[config.mk]
export PLATFORM = sky130hd
export DESIGN_NAME = cuio_status_logic
export DESIGN_NICKNAME = d
export VERILOG_FILES = /design/src/cuio_pkg.sv /design/src/cuio_status_logic.sv /design/src/cuio_transit_cnt.sv
export SDC_FILE = /design/constraint.sdc
export NUM_CORES = 1
export LEC_CHECK = 0
export BUFFER_PORTS_ARGS = -buffer_cell sky130_fd_sc_hd__buf_2
export CAP_MARGIN = 20
export CORE_MARGIN = 2
export CORE_UTILIZATION = 48
export CTS_CLUSTER_DIAMETER = 50
export CTS_CLUSTER_SIZE = 14
export DETAILED_ROUTE_END_ITERATION = 7
export MAX_ROUTING_LAYER = met4
export PLACE_DENSITY = 0.8
export SLEW_MARGIN = 20
export SYNTH_ARGS = -nofsm -noshare
export SYNTH_HDL_FRONTEND = slang
export SYNTH_SLANG_ARGS = --single-unit
[constraint.sdc]
create_clock -name ref_clk -period 1.68 [get_ports ref_clk]
set_clock_uncertainty 0.1 [all_clocks]
set_input_delay 0.252 -clock ref_clk [delete_from_list [all_inputs] [get_ports ref_clk]]
set_output_delay 0.252 -clock ref_clk [all_outputs]
set_load 0.01 [all_outputs]
[src/cuio_pkg.sv]
`default_nettype none
package cuio_pkg;
  // Data widths
  localparam int unsigned BYTE_W = 8;
  localparam int unsigned WORD_W = 16;
  localparam int unsigned FUNC_W = 3;
  localparam int unsigned CNT_W = 2;

  // Sense and load function select codes
  localparam logic [2:0] FN_IRQ = 3'h0;
  localparam logic [2:0] FN_DIAG = 3'h1;
  localparam logic [2:0] FN_STATUS = 3'h3;
  localparam logic [2:0] FN_PRT_ADDR = 3'h4;
  localparam logic [2:0] FN_RD_ADDR = 3'h5;
  localparam logic [2:0] FN_PUN_ADDR = 3'h6;

  // Test code: zero tests not-ready/check, else a mask of busy conditions
  localparam logic [2:0] TST_NRDY = 3'h0;
  localparam int unsigned TST_RF = 0;
  localparam int unsigned TST_PUN = 1;
  localparam int unsigned TST_PRT = 2;

  // Status byte 1 positions (bit 0 is the most significant bit)
  localparam int unsigned S1_READ_CHK = 7;
  localparam int unsigned S1_PUN_CHK = 6;
  localparam int unsigned S1_PUN_INV = 5;
  localparam int unsigned S1_PRT_DATA = 4;
  localparam int unsigned S1_CLUTCH = 3;
  localparam int unsigned S1_HOPPER = 2;
  localparam int unsigned S1_FEED_CHK = 1;
  localparam int unsigned S1_NOOP = 0;
  // Status byte 2 positions
  localparam int unsigned S2_BUF1 = 7;
  localparam int unsigned S2_BUF2 = 6;
  localparam int unsigned S2_WAIT1 = 5;
  localparam int unsigned S2_WAIT2 = 4;
  localparam int unsigned S2_OVERRUN = 3;
  localparam int unsigned S2_HOPCYC = 2;
  localparam int unsigned S2_CNT_LSB = 0;
  localparam int unsigned S2_IRQ_PEND = 4;

  // Reset values and sense address step
  localparam logic [7:0] BYTE_RST = 8'h00;
  localparam logic [15:0] WORD_RST = 16'h0000;
  localparam logic [15:0] ADDR_STEP = 16'h0001;

  typedef enum logic [1:0] {OP_TEST, OP_ADVANCE, OP_LOAD, OP_SENSE} cuio_op_t;

  typedef struct packed {
    logic [1:0] cnt;
  } cuio_cnt_t;

  typedef struct packed {
    logic [2:0] startSync;
    logic startLvl;
    logic rfBusy;
    logic rfFromSec;
    logic punBusy;
    logic prtBusy;
    logic [7:0] stat1;
    logic buf1Busy;
    logic buf2Busy;
    logic wait1;
    logic wait2;
    logic overrun;
    logic hopCycle;
    logic intPend;
    logic [15:0] prtAddr;
    logic [15:0] rdAddr;
    logic [15:0] punAddr;
    logic respValid;
    logic branchTaken;
    logic levelSwitch;
    logic repeatInstr;
    logic nextSeq;
    logic progCheck;
    logic procCheck;
    logic senseValid;
    logic [7:0] senseFirst;
    logic [7:0] senseSecond;
    logic [15:0] senseAddrFirst;
    logic [15:0] senseAddrSecond;
  } cuio_state_t;
endpackage : cuio_pkg
`default_nettype wire

[src/cuio_status_logic.sv]
// Functional notes
// - Test branch taken if any chosen condition
// - Read/feed busy on any accepted command
// - Punch or printer busy on matching command
// - Printer busy drops before printing completes
// - Feed check drops busy; else end-of-operation
// - Test branch never writes condition register
// - Level advance switches, repeats or proceeds
// - Load two bytes; repeat while register busy
// - Bad code: program or processor check
// - Interrupt disable discards pending, blocks later
// - Sense 000 returns pending in bit3
// - Sense codes select diag, status, addresses
// - Sense bytes go to address, address-1
// - Read/punch check cleared by three sources
// - Bits 2,3,4,7 cleared by status sense
// - Hopper check and feed check clearing
// - Print buffer busy set and cleared
// - Card waiting per hopper after read/feed
// - Overrun flags lost cycle-steal data
// - Hopper cycle bit until card leaves
// - Two-bit in-transport card counter
// - No-op on feed check or empty wait
`timescale 1ns/1ns
`default_nettype none
module cuio_status_logic
#(
  parameter bit INT_MODEL = 1'b1,
  parameter bit DUAL_LEVEL = 1'b1,
  parameter int unsigned CNT_BITS = 2
)
(
  input wire logic ref_clk,
  input wire logic sys_rst,
  input wire logic instrValid,
  input wire cuio_pkg::cuio_op_t instrOp,
  input wire logic [2:0] instrFunc,
  input wire logic instrFeedSec,
  input wire logic [15:0] loadData,
  input wire logic [15:0] operandAddr,
  input wire logic intEnable,
  input wire logic intLevel7En,
  input wire logic dualLevelEn,
  input wire logic notReady,
  input wire logic [15:0] diagWord,
  input wire logic bioIssue,
  input wire logic bioPunch,
  input wire logic bioPrint,
  input wire logic bioFeedSec,
  input wire logic bioBufSel,
  input wire logic waitCardPresent,
  input wire logic readEndEv,
  input wire logic punchEndEv,
  input wire logic printReleaseEv,
  input wire logic printDoneEv,
  input wire logic printDoneBuf2,
  input wire logic feedCheckEv,
  input wire logic readCheckEv,
  input wire logic punchCheckEv,
  input wire logic punchInvalidEv,
  input wire logic printDataChkEv,
  input wire logic clutchChkEv,
  input wire logic hopperFailEv,
  input wire logic hopperClearEv,
  input wire logic cardLeftWaitEv,
  input wire logic cardStackedEv,
  input wire logic machineCheck,
  input wire logic overrunEv,
  input wire logic runoutClear,
  input wire logic checkReset,
  input wire logic operatorStartPin,
  output logic bioAccept,
  output logic respValid,
  output logic branchTaken,
  output logic levelSwitch,
  output logic repeatInstr,
  output logic nextSeq,
  output logic progCheck,
  output logic procCheck,
  output logic condRegWrite,
  output logic senseValid,
  output logic [7:0] senseFirst,
  output logic [7:0] senseSecond,
  output logic [15:0] senseAddrFirst,
  output logic [15:0] senseAddrSecond,
  output logic [15:0] unitStatusWord,
  output logic rfBusy,
  output logic punBusy,
  output logic prtBusy,
  output logic intPending
);
  if (CNT_BITS != cuio_pkg::CNT_W)
  begin : gCntChk
    $error("transit counter must be two bits wide");
  end

  cuio_pkg::cuio_state_t state_ff;
  cuio_pkg::cuio_state_t nxt_state;
  logic [1:0] transitCnt;
  logic [7:0] stat2;
  logic startPress;
  logic needCard;
  logic noopCond;
  logic [2:0] busyVec;
  logic testCond;
  logic senseOp;
  logic loadOp;
  logic badFunc;
  logic loadBusy;
  logic opEnd;

  // Cards counted between wait station and stackers
  cuio_transit_cnt u_cnt
  (
    .ref_clk(ref_clk),
    .sys_rst(sys_rst),
    .clear(runoutClear),
    .incr(cardLeftWaitEv),
    .decr(cardStackedEv && !machineCheck),
    .count(transitCnt)
  );

  // Command acceptance and no-op detection
  assign needCard = bioPunch || bioPrint;
  assign noopCond = bioIssue && (state_ff.stat1[cuio_pkg::S1_FEED_CHK] ||
                    (needCard && !waitCardPresent));
  assign bioAccept = bioIssue && !noopCond && !state_ff.rfBusy && !notReady;

  // Operator start key, debounced once two later stages agree
  assign startPress = (state_ff.startSync[1] == state_ff.startSync[2]) &&
                      state_ff.startSync[2] && !state_ff.startLvl;

  // Status byte 2 assembly
  always_comb
  begin
    stat2 = cuio_pkg::BYTE_RST;
    stat2[cuio_pkg::S2_BUF1] = state_ff.buf1Busy;
    stat2[cuio_pkg::S2_BUF2] = state_ff.buf2Busy;
    stat2[cuio_pkg::S2_WAIT1] = state_ff.wait1;
    stat2[cuio_pkg::S2_WAIT2] = state_ff.wait2;
    stat2[cuio_pkg::S2_OVERRUN] = state_ff.overrun;
    stat2[cuio_pkg::S2_HOPCYC] = state_ff.hopCycle;
    stat2[cuio_pkg::S2_CNT_LSB +: cuio_pkg::CNT_W] = transitCnt;
  end

  // Condition selection for test and advance
  assign busyVec[cuio_pkg::TST_RF] = state_ff.rfBusy && (state_ff.rfFromSec == instrFeedSec);
  assign busyVec[cuio_pkg::TST_PUN] = state_ff.punBusy;
  assign busyVec[cuio_pkg::TST_PRT] = state_ff.prtBusy;
  assign testCond = (instrFunc == cuio_pkg::TST_NRDY) ?
                    (notReady || state_ff.stat1[cuio_pkg::S1_READ_CHK] ||
                     state_ff.stat1[cuio_pkg::S1_PUN_CHK] ||
                     state_ff.stat1[cuio_pkg::S1_FEED_CHK]) :
                    |(busyVec & instrFunc);

  // Load and sense decode
  assign senseOp = instrValid && (instrOp == cuio_pkg::OP_SENSE);
  assign loadOp = instrValid && (instrOp == cuio_pkg::OP_LOAD);
  always_comb
  begin
    badFunc = 1'b1;
    loadBusy = 1'b0;
    case (instrFunc)
      cuio_pkg::FN_IRQ,
      cuio_pkg::FN_DIAG,
      cuio_pkg::FN_STATUS: badFunc = !senseOp;
      cuio_pkg::FN_PRT_ADDR:
      begin
        badFunc = 1'b0;
        loadBusy = state_ff.buf1Busy || state_ff.buf2Busy;
      end
      cuio_pkg::FN_RD_ADDR:
      begin
        badFunc = 1'b0;
        loadBusy = state_ff.rfBusy;
      end
      cuio_pkg::FN_PUN_ADDR:
      begin
        badFunc = 1'b0;
        loadBusy = state_ff.punBusy;
      end
      default: badFunc = 1'b1;
    endcase
  end

  // Next-state logic
  always_comb
  begin
    nxt_state = state_ff;
    nxt_state.startSync = {state_ff.startSync[1:0], operatorStartPin};
    if (state_ff.startSync[1] == state_ff.startSync[2])
      nxt_state.startLvl = state_ff.startSync[2];
    // Busy conditions: set wins, feed check drops at once
    if (readEndEv || feedCheckEv)
      nxt_state.rfBusy = 1'b0;
    if (punchEndEv || feedCheckEv)
      nxt_state.punBusy = 1'b0;
    if (printReleaseEv || feedCheckEv)
      nxt_state.prtBusy = 1'b0;
    if (bioAccept)
    begin
      nxt_state.rfBusy = 1'b1;
      nxt_state.rfFromSec = bioFeedSec;
      nxt_state.punBusy = bioPunch || nxt_state.punBusy;
      nxt_state.prtBusy = bioPrint || nxt_state.prtBusy;
    end
    // Print buffers: completion clears, acceptance sets
    if (printDoneEv && !printDoneBuf2)
      nxt_state.buf1Busy = 1'b0;
    if (printDoneEv && printDoneBuf2)
      nxt_state.buf2Busy = 1'b0;
    if (bioAccept && bioPrint && !bioBufSel)
      nxt_state.buf1Busy = 1'b1;
    if (bioAccept && bioPrint && bioBufSel)
      nxt_state.buf2Busy = 1'b1;
    // Card waiting flags
    if (cardLeftWaitEv || runoutClear)
    begin
      nxt_state.wait1 = 1'b0;
      nxt_state.wait2 = 1'b0;
    end
    if (state_ff.rfBusy && !nxt_state.rfBusy && !feedCheckEv)
    begin
      if (state_ff.rfFromSec)
        nxt_state.wait2 = 1'b1;
      else
        nxt_state.wait1 = 1'b1;
    end
    // Overrun and hopper cycle
    if (bioAccept)
      nxt_state.overrun = 1'b0;
    if (overrunEv)
      nxt_state.overrun = 1'b1;
    if (hopperClearEv)
      nxt_state.hopCycle = 1'b0;
    if (bioAccept)
      nxt_state.hopCycle = 1'b1;
    // Status byte 1 clears
    if (bioAccept || runoutClear || checkReset)
    begin
      nxt_state.stat1[cuio_pkg::S1_READ_CHK] = 1'b0;
      nxt_state.stat1[cuio_pkg::S1_PUN_CHK] = 1'b0;
    end
    if ((senseOp && instrFunc == cuio_pkg::FN_STATUS) || runoutClear || checkReset)
    begin
      nxt_state.stat1[cuio_pkg::S1_PUN_INV] = 1'b0;
      nxt_state.stat1[cuio_pkg::S1_PRT_DATA] = 1'b0;
      nxt_state.stat1[cuio_pkg::S1_CLUTCH] = 1'b0;
      nxt_state.stat1[cuio_pkg::S1_NOOP] = 1'b0;
    end
    if (runoutClear || startPress)
      nxt_state.stat1[cuio_pkg::S1_HOPPER] = 1'b0;
    if (runoutClear)
      nxt_state.stat1[cuio_pkg::S1_FEED_CHK] = 1'b0;
    // Status byte 1 sets, winning over clears
    if (readCheckEv)
      nxt_state.stat1[cuio_pkg::S1_READ_CHK] = 1'b1;
    if (punchCheckEv)
      nxt_state.stat1[cuio_pkg::S1_PUN_CHK] = 1'b1;
    if (punchInvalidEv)
      nxt_state.stat1[cuio_pkg::S1_PUN_INV] = 1'b1;
    if (printDataChkEv)
      nxt_state.stat1[cuio_pkg::S1_PRT_DATA] = 1'b1;
    if (clutchChkEv)
      nxt_state.stat1[cuio_pkg::S1_CLUTCH] = 1'b1;
    if (hopperFailEv)
      nxt_state.stat1[cuio_pkg::S1_HOPPER] = 1'b1;
    if (feedCheckEv)
      nxt_state.stat1[cuio_pkg::S1_FEED_CHK] = 1'b1;
    if (noopCond)
      nxt_state.stat1[cuio_pkg::S1_NOOP] = 1'b1;
    // Busy-to-idle edges, feed check and no-op raise op-end
    opEnd = (state_ff.rfBusy && !nxt_state.rfBusy) ||
            (state_ff.punBusy && !nxt_state.punBusy) ||
            (state_ff.prtBusy && !nxt_state.prtBusy) ||
            (state_ff.buf1Busy && !nxt_state.buf1Busy) ||
            (state_ff.buf2Busy && !nxt_state.buf2Busy) ||
            feedCheckEv || noopCond;
    // Interrupt pending, discarded while disabled
    if (senseOp && instrFunc == cuio_pkg::FN_IRQ)
      nxt_state.intPend = 1'b0;
    if (opEnd)
      nxt_state.intPend = 1'b1;
    if (!intEnable || !INT_MODEL)
      nxt_state.intPend = 1'b0;
    // Instruction answer, one cycle after the request
    nxt_state.respValid = instrValid;
    nxt_state.branchTaken = 1'b0;
    nxt_state.levelSwitch = 1'b0;
    nxt_state.repeatInstr = 1'b0;
    nxt_state.nextSeq = 1'b0;
    nxt_state.progCheck = 1'b0;
    nxt_state.procCheck = 1'b0;
    nxt_state.senseValid = 1'b0;
    if (instrValid)
    begin
      case (instrOp)
        cuio_pkg::OP_TEST:
        begin
          nxt_state.branchTaken = testCond;
          nxt_state.nextSeq = !testCond;
        end
        cuio_pkg::OP_ADVANCE:
        begin
          nxt_state.levelSwitch = testCond && DUAL_LEVEL && dualLevelEn;
          nxt_state.repeatInstr = testCond && !(DUAL_LEVEL && dualLevelEn);
          nxt_state.nextSeq = !testCond;
        end
        cuio_pkg::OP_LOAD,
        cuio_pkg::OP_SENSE:
        begin
          if (badFunc)
          begin
            nxt_state.progCheck = INT_MODEL && intLevel7En;
            nxt_state.procCheck = !(INT_MODEL && intLevel7En);
          end
          else if (loadOp && loadBusy)
            nxt_state.repeatInstr = 1'b1;
          else
            nxt_state.nextSeq = 1'b1;
          if (loadOp && !badFunc && !loadBusy)
          begin
            case (instrFunc)
              cuio_pkg::FN_PRT_ADDR: nxt_state.prtAddr = loadData;
              cuio_pkg::FN_RD_ADDR: nxt_state.rdAddr = loadData;
              default: nxt_state.punAddr = loadData;
            endcase
          end
          if (senseOp && !badFunc)
          begin
            nxt_state.senseValid = 1'b1;
            nxt_state.senseAddrFirst = operandAddr;
            nxt_state.senseAddrSecond = operandAddr - cuio_pkg::ADDR_STEP;
            // First byte carries the low-order half for addresses, the high-order half for 000, diag and status
            case (instrFunc)
              cuio_pkg::FN_IRQ:
              begin
                nxt_state.senseFirst = diagWord[15:8];
                nxt_state.senseSecond = diagWord[7:0];
                nxt_state.senseSecond[cuio_pkg::S2_IRQ_PEND] = state_ff.intPend;
              end
              cuio_pkg::FN_DIAG:
              begin
                nxt_state.senseFirst = diagWord[15:8];
                nxt_state.senseSecond = diagWord[7:0];
              end
              cuio_pkg::FN_STATUS:
              begin
                nxt_state.senseFirst = state_ff.stat1;
                nxt_state.senseSecond = stat2;
              end
              cuio_pkg::FN_PRT_ADDR:
              begin
                nxt_state.senseFirst = state_ff.prtAddr[7:0];
                nxt_state.senseSecond = state_ff.prtAddr[15:8];
              end
              cuio_pkg::FN_RD_ADDR:
              begin
                nxt_state.senseFirst = state_ff.rdAddr[7:0];
                nxt_state.senseSecond = state_ff.rdAddr[15:8];
              end
              default:
              begin
                nxt_state.senseFirst = state_ff.punAddr[7:0];
                nxt_state.senseSecond = state_ff.punAddr[15:8];
              end
            endcase
          end
        end
        default: nxt_state.nextSeq = 1'b1;
      endcase
    end
  end

  // State register
  always_ff @(posedge ref_clk)
  begin
    if (sys_rst)
      state_ff <= '0;
    else
      state_ff <= nxt_state;
  end

  // Outputs
  assign respValid = state_ff.respValid;
  assign branchTaken = state_ff.branchTaken;
  assign levelSwitch = state_ff.levelSwitch;
  assign repeatInstr = state_ff.repeatInstr;
  assign nextSeq = state_ff.nextSeq;
  assign progCheck = state_ff.progCheck;
  assign procCheck = state_ff.procCheck;
  assign condRegWrite = 1'b0;
  assign senseValid = state_ff.senseValid;
  assign senseFirst = state_ff.senseFirst;
  assign senseSecond = state_ff.senseSecond;
  assign senseAddrFirst = state_ff.senseAddrFirst;
  assign senseAddrSecond = state_ff.senseAddrSecond;
  assign unitStatusWord = {state_ff.stat1, stat2};
  assign rfBusy = state_ff.rfBusy;
  assign punBusy = state_ff.punBusy;
  assign prtBusy = state_ff.prtBusy;
  assign intPending = state_ff.intPend;
endmodule : cuio_status_logic
`default_nettype wire

[src/cuio_transit_cnt.sv]
`timescale 1ns/1ns
`default_nettype none
module cuio_transit_cnt
(
  input wire logic ref_clk,
  input wire logic sys_rst,
  input wire logic clear,
  input wire logic incr,
  input wire logic decr,
  output logic [1:0] count
);
  cuio_pkg::cuio_cnt_t cnt_ff;
  cuio_pkg::cuio_cnt_t nxt_cnt;

  // Card-in-transport count; both events at once leave it unchanged
  always_comb
  begin
    nxt_cnt = cnt_ff;
    if (clear)
    begin
      nxt_cnt.cnt = '0;
    end
    else if (incr && !decr)
    begin
      nxt_cnt.cnt = cnt_ff.cnt + 2'h1;
    end
    else if (decr && !incr)
    begin
      nxt_cnt.cnt = cnt_ff.cnt - 2'h1;
    end
  end

  // Power-up clear via system reset
  always_ff @(posedge ref_clk)
  begin
    if (sys_rst)
      cnt_ff <= '0;
    else
      cnt_ff <= nxt_cnt;
  end

  assign count = cnt_ff.cnt;
endmodule : cuio_transit_cnt
`default_nettype wire
== Word-level counts from Yosys, hierarchy flattened ==
Cells that the tools add are included.
Operators by class
  add/subtract/negate cells: 3
  eq/ne operators: 10
  multiplexer cells: 43
  bitwise gates (word level): 8
  reduce and logical (&&, ||, !) cells: 108
Operators by type and width (number)
  $pmux 16 s5: 1
  $mux 49: 1
  $logic_and 1x1->1: 32
  $mux 1: 29
  $reduce_bool 2->1: 12
  $logic_or 1x1->1: 23
  $logic_not 1->1: 22
  $reduce_or 3->1: 6
  $sub 16x1->16 const B: 1
  $mux 2: 6
  $reduce_and 4->1: 3
  $reduce_or 2->1: 6
  $eq 3x3->1 const B: 3
  $not 1->1: 7
  $pmux 1 s2: 3
  $eq 2x2->1 const B: 2
  $mux 4: 1
  $reduce_or 4->1: 1
  $and 3x3->3: 1
  $eq 3x1->1 const B: 1
  $eq 3x2->1 const B: 1
  $logic_not 3->1: 1
  $mux 3: 1
  $pmux 1 s3: 1
  other kinds (6): 7
Word-level totals
  bits in registers: 129
  input port bits: 87
  output and inout bits: 78

== Longest topological paths before layout ==
  depth after elaboration: 18
  depth in mapped cells: 7

== Cells and area by module ==
Synthesis repeated with hierarchy kept, for this count alone.
Unflattened totals
  cell total of the unflattened synthesis: 713
  area, all modules: 6077.1 µm²
Modules (own cells, without submodules)
  cuio_status_logic: instances 1, cells an instance 703, area an instance 5979.5 µm², seq. area each 2542.4 µm²
  cuio_transit_cnt: instances 1, cells an instance 10, area an instance 97.6 µm², seq. area each 40.0 µm²

== Worst setup path before layout ==
OpenSTA, ideal clock, no wires.
  kind: in2reg
  start: input instrOp[0]
  end: register state_ff[78] in the netlist's numbering
  setup time: 0.128 ns
  arrival time: 1.466 ns
  data required time: 1.452 ns
  path slack: -0.014 ns
  cell stages on the path: 6
  cell sequence: nand4b_2 > or4b_1 > buf_6 > buf_6 > mux2i_1 > nor2_1
Between the ends
  cells in the longest elaborated chain, start to end: 8
  elaborated cells between the ends (all ways): 11
RTL lines
  from (decl): RTL line cuio_status_logic.sv:36  | input wire cuio_pkg::cuio_op_t instrOp,
  $eq 2x2->1: RTL line cuio_status_logic.sv:157, cuio_status_logic.sv:297
  $logic_and 1x1->1: RTL line cuio_status_logic.sv:157  | assign senseOp = instrValid && (instrOp == cuio_pkg::OP_SENSE);
  $logic_not 1->1: RTL line cuio_status_logic.sv:166  | cuio_pkg::FN_STATUS: badFunc = !senseOp;
  $pmux 1 s2: RTL line cuio_status_logic.sv:163  | case (instrFunc)
  $logic_not 1->1: RTL line cuio_status_logic.sv:321  | if (loadOp && !badFunc && !loadBusy)
  $logic_and 1x1->1 (2 in series): RTL line cuio_status_logic.sv:321
  $reduce_and 4->1 (no source line) (*)
  to (signal assigned): RTL line cuio_status_logic.sv:381  | state_ff <= nxt_state;
  to (decl): RTL line cuio_status_logic.sv:97  | cuio_pkg::cuio_state_t state_ff;
Every way passes the cells marked *; elsewhere a longest branch is shown, timed or not.
A chain may end at the register's enable or synchronous reset.

== Final worst setup path ==
  start: register state_ff, in the netlist rfBusy
  end: output bioAccept
Between the ends
  cells in the longest elaborated chain, start to end: 3
RTL lines
  $logic_not 1->1: RTL line cuio_status_logic.sv:127  | assign bioAccept = bioIssue && !noopCond && !state_ff.rfBusy && !notReady;
  $logic_and 1x1->1 (2 in series): RTL line cuio_status_logic.sv:127
  to (decl): RTL line cuio_status_logic.sv:72  | output logic bioAccept,
Every way passes these cells.

==> flow_summary.json <==
{
  "dieArea_sq_um": 13570,
  "clkTransAtPathRegs_ns": 0.05,
  "whs_ns": 0.007285,
  "dp.cells": 976,
  "peakVddDrop_v": 0.0006844,
  "cts_max_level": 4,
  "crit_path_max_incr_delay_ns": 0.32,
  "yosysWarnings": 0,
  "synth_area_leader_cell": "dfxtp_1",
  "layout-drive-gt1-share_pct": 29.55,
  "async_flop_share_pct": 0,
  "max-slew-margin-rel_pct": 30.80,
  "netlist_instances": 708,
  "cp_cell_sequence": "nor4b_2, buf_4, nand2b_4, inv_2, buf_6",
  "p_leak_nw": 3.445,
  "std_cell_rows": 41,
  "cp_top_family": "flip-flops",
  "finalNonFillerCells": 1035,
  "hold_viol_final": 0,
  "yosys-top-cells-area": "dfxtp_1, mux2i_1, buf_4",
  "gp_congestion": 0.8425,
  "stdcell_area_sq_um": 7893,
  "root_buffer": "clkbuf_16",
  "cp-end-kind": "output pin",
  "grt_pass1_wl_um": 26050,
  "fin_crit_sh_pct": 103.1,
  "crit_slowest_cell": "dfxtp_2",
  "setup_ws_ns": -0.05160,
  "die_w_um": 116.5,
  "final_common_cell": "buf_2",
  "finalPower_mw": 8.121,
  "start_util_pct": 48.74,
  "die_h_um": 116.5,
  "first_pass_iters": 5,
  "worst_slew_pin_slew_ns": 1.036,
  "coreArea_sq_um": 12470,
  "setup_violations": 1,
  "drt_iter0_markers": 455,
  "vias": 5564,
  "yosysSeqAreaShare_pct": 42.50,
  "setup_tns_ns": -0.05160,
  "syn-cell-area_sq_um": 6076,
  "final_cell_mix": "buf_2, dfxtp_1, nor2_1, nand2_1, a21oi_1",
  "hp-class": "in -> reg",
  "dpl-instance-area_sq_um": 6878,
  "p_per_area_nw_per_um2": 1029,
  "layout.nets": 940,
  "diodes": 0,
  "yosysTopAreaCellShare_pct": 42.50,
  "dominantRegCellSynth": "dfxtp_1",
  "critical_path_arrival_ns": 1.38,
  "num_io_pins": 165,
  "avgSynthCellArea_sq_um": 8.582,
  "ant_nets": 0,
  "rsz0062_at_grt": "yes",
  "yosys.cell_types.count": 49,
  "ctsLongestPathBuffers": 2,
  "syn_nets": 798,
  "cts_buffers": 17,
  "grt_pass1_vias": 5133,
  "crit_buf_inv": 3,
  "numPortBuffers": 163,
  "synth-edff-count": 0,
  "dp_slack_ns": -0.1534,
  "antenna_found_initial": 0,
  "cts.sinks": 129,
  "cts_tree": "built",
  "ys_ff_latch": 129,
  "insertion_delay_ns": 0.42,
  "drc": 0,
  "fin_util_pct": 63.31,
  "hpwlAfterDp_um": 11750,
  "violations": "setup timing",
  "outcome": "finished with violations",
  "crit_type": "reg -> out",
  "grt_usage_pct": 25.93,
  "drv_slew": 0,
  "synthToLayoutAreaGrowth_pct": 29.90,
  "critical_path.startpoint_type": "register",
  "cap_violations": 0,
  "cp_max_fo": 2,
  "period_minus_slack_ns": 1.732,
  "critPathRequiredTime_ns": 1.33,
  "grt_max_degree": 101,
  "totalWireLength_um": 17230,
  "viasPerCell": 5.376,
  "overflow": 0,
  "clock.fmax_mhz": 577.5,
  "wl_per_cell_um": 16.64
}
[cells in the mapped netlist (8+ instances only)]
master	n
a21oi_1	59
a22oi_1	18
and2_1	15
buf_4	65
clkbuf_1	37
dfxtp_1	129
inv_1	11
mux2i_1	51
nand2_1	62
nand2b_1	8
nor2_1	75
nor3_1	8
o211ai_1	17
o21ai_0	35
o22ai_1	16
or3_1	17
xor2_1	14
[tightest hold or removal path, delay by kind of cell]
kind | cells | cell delay [ns]
buffers and inverters | 1 | 0.10
AND/OR/NAND/NOR | 1 | 0.07
multiplexers | 1 | 0.06
[metal layers]
layer  up-vias  share of wire [%]  track usage [%]
met3        38                6.5            6.798
met5         -                  0                -
met4         0                3.2            13.89
li1       2686                  -                -
met1      2609                 43            30.98
met2       231                 47            40.08
[layout make-up]
cell class / instances / area, sq um
fill: 1058 / 4573
inverter: 11 / 41.29
tap: 172 / 215.2
timing repair buffer: 233 / 1530
sequential: 129 / 2584
clock buffer: 23 / 478.0
multi-input combinational: 458 / 2867
clock inverter: 9 / 177.7
[flip-flops by register name, summed over array words and instances, names as in the netlist, 2 cells and up]
name             flops
state_ff            51
senseAddrFirst      16
senseAddrSecond     16
unitStatusWord      14
senseFirst           8
senseSecond          8
nxt_state            2
u_cnt.count          2
[kinds of logic (layout without fill, tap and decap cells)]
family,after synthesis,after routing,share of synthesized area (%)
AOI/OAI and AO/OA,164,164,16.21
xor gates and xnor gates,19,19,2.739
adders and majority gates,3,3,0.6179
buffers and inverters,121,276,11.82
DFF,129,129,42.50
muxes,51,51,8.402
other,1,1,0.06172
and+or+nand+nor,220,220,17.65
[what timing repair did]
| item | CTS | global route |
|---|---|---|
| hold endpoints to repair | 27 | 0 |
| buffers inserted | 2 | 1 |
| gates resized for setup | 7 | 13 |
| setup endpoints to repair | 2 | 40 |
| cloned | 0 | 0 |
| pin swaps | 1 | 2 |
| hold buffers | 24 | 0 |
[worst paths after layout]
check                                         from                  to  slack, ns  cells past startpoint
worst max-delay path                        rfBusy           bioAccept      -0.05                      5
worst min-delay path                   loadData[9]        state_ff[97]      0.007                      3
worst max register to register              rfBusy          intPending          0                      6
worst min register to register  senseAddrFirst[12]  senseAddrFirst[12]       0.35                      2
[report_power, final]
part / switching, mW / leakage (nW) / internal (mW)
clock network: 1.32 / 0.310 / 2.75
logic: 0.470 / 2.09 / 0.390
registers: 0.0522 / 1.05 / 3.14
Power figures use the tool's default switching activity.
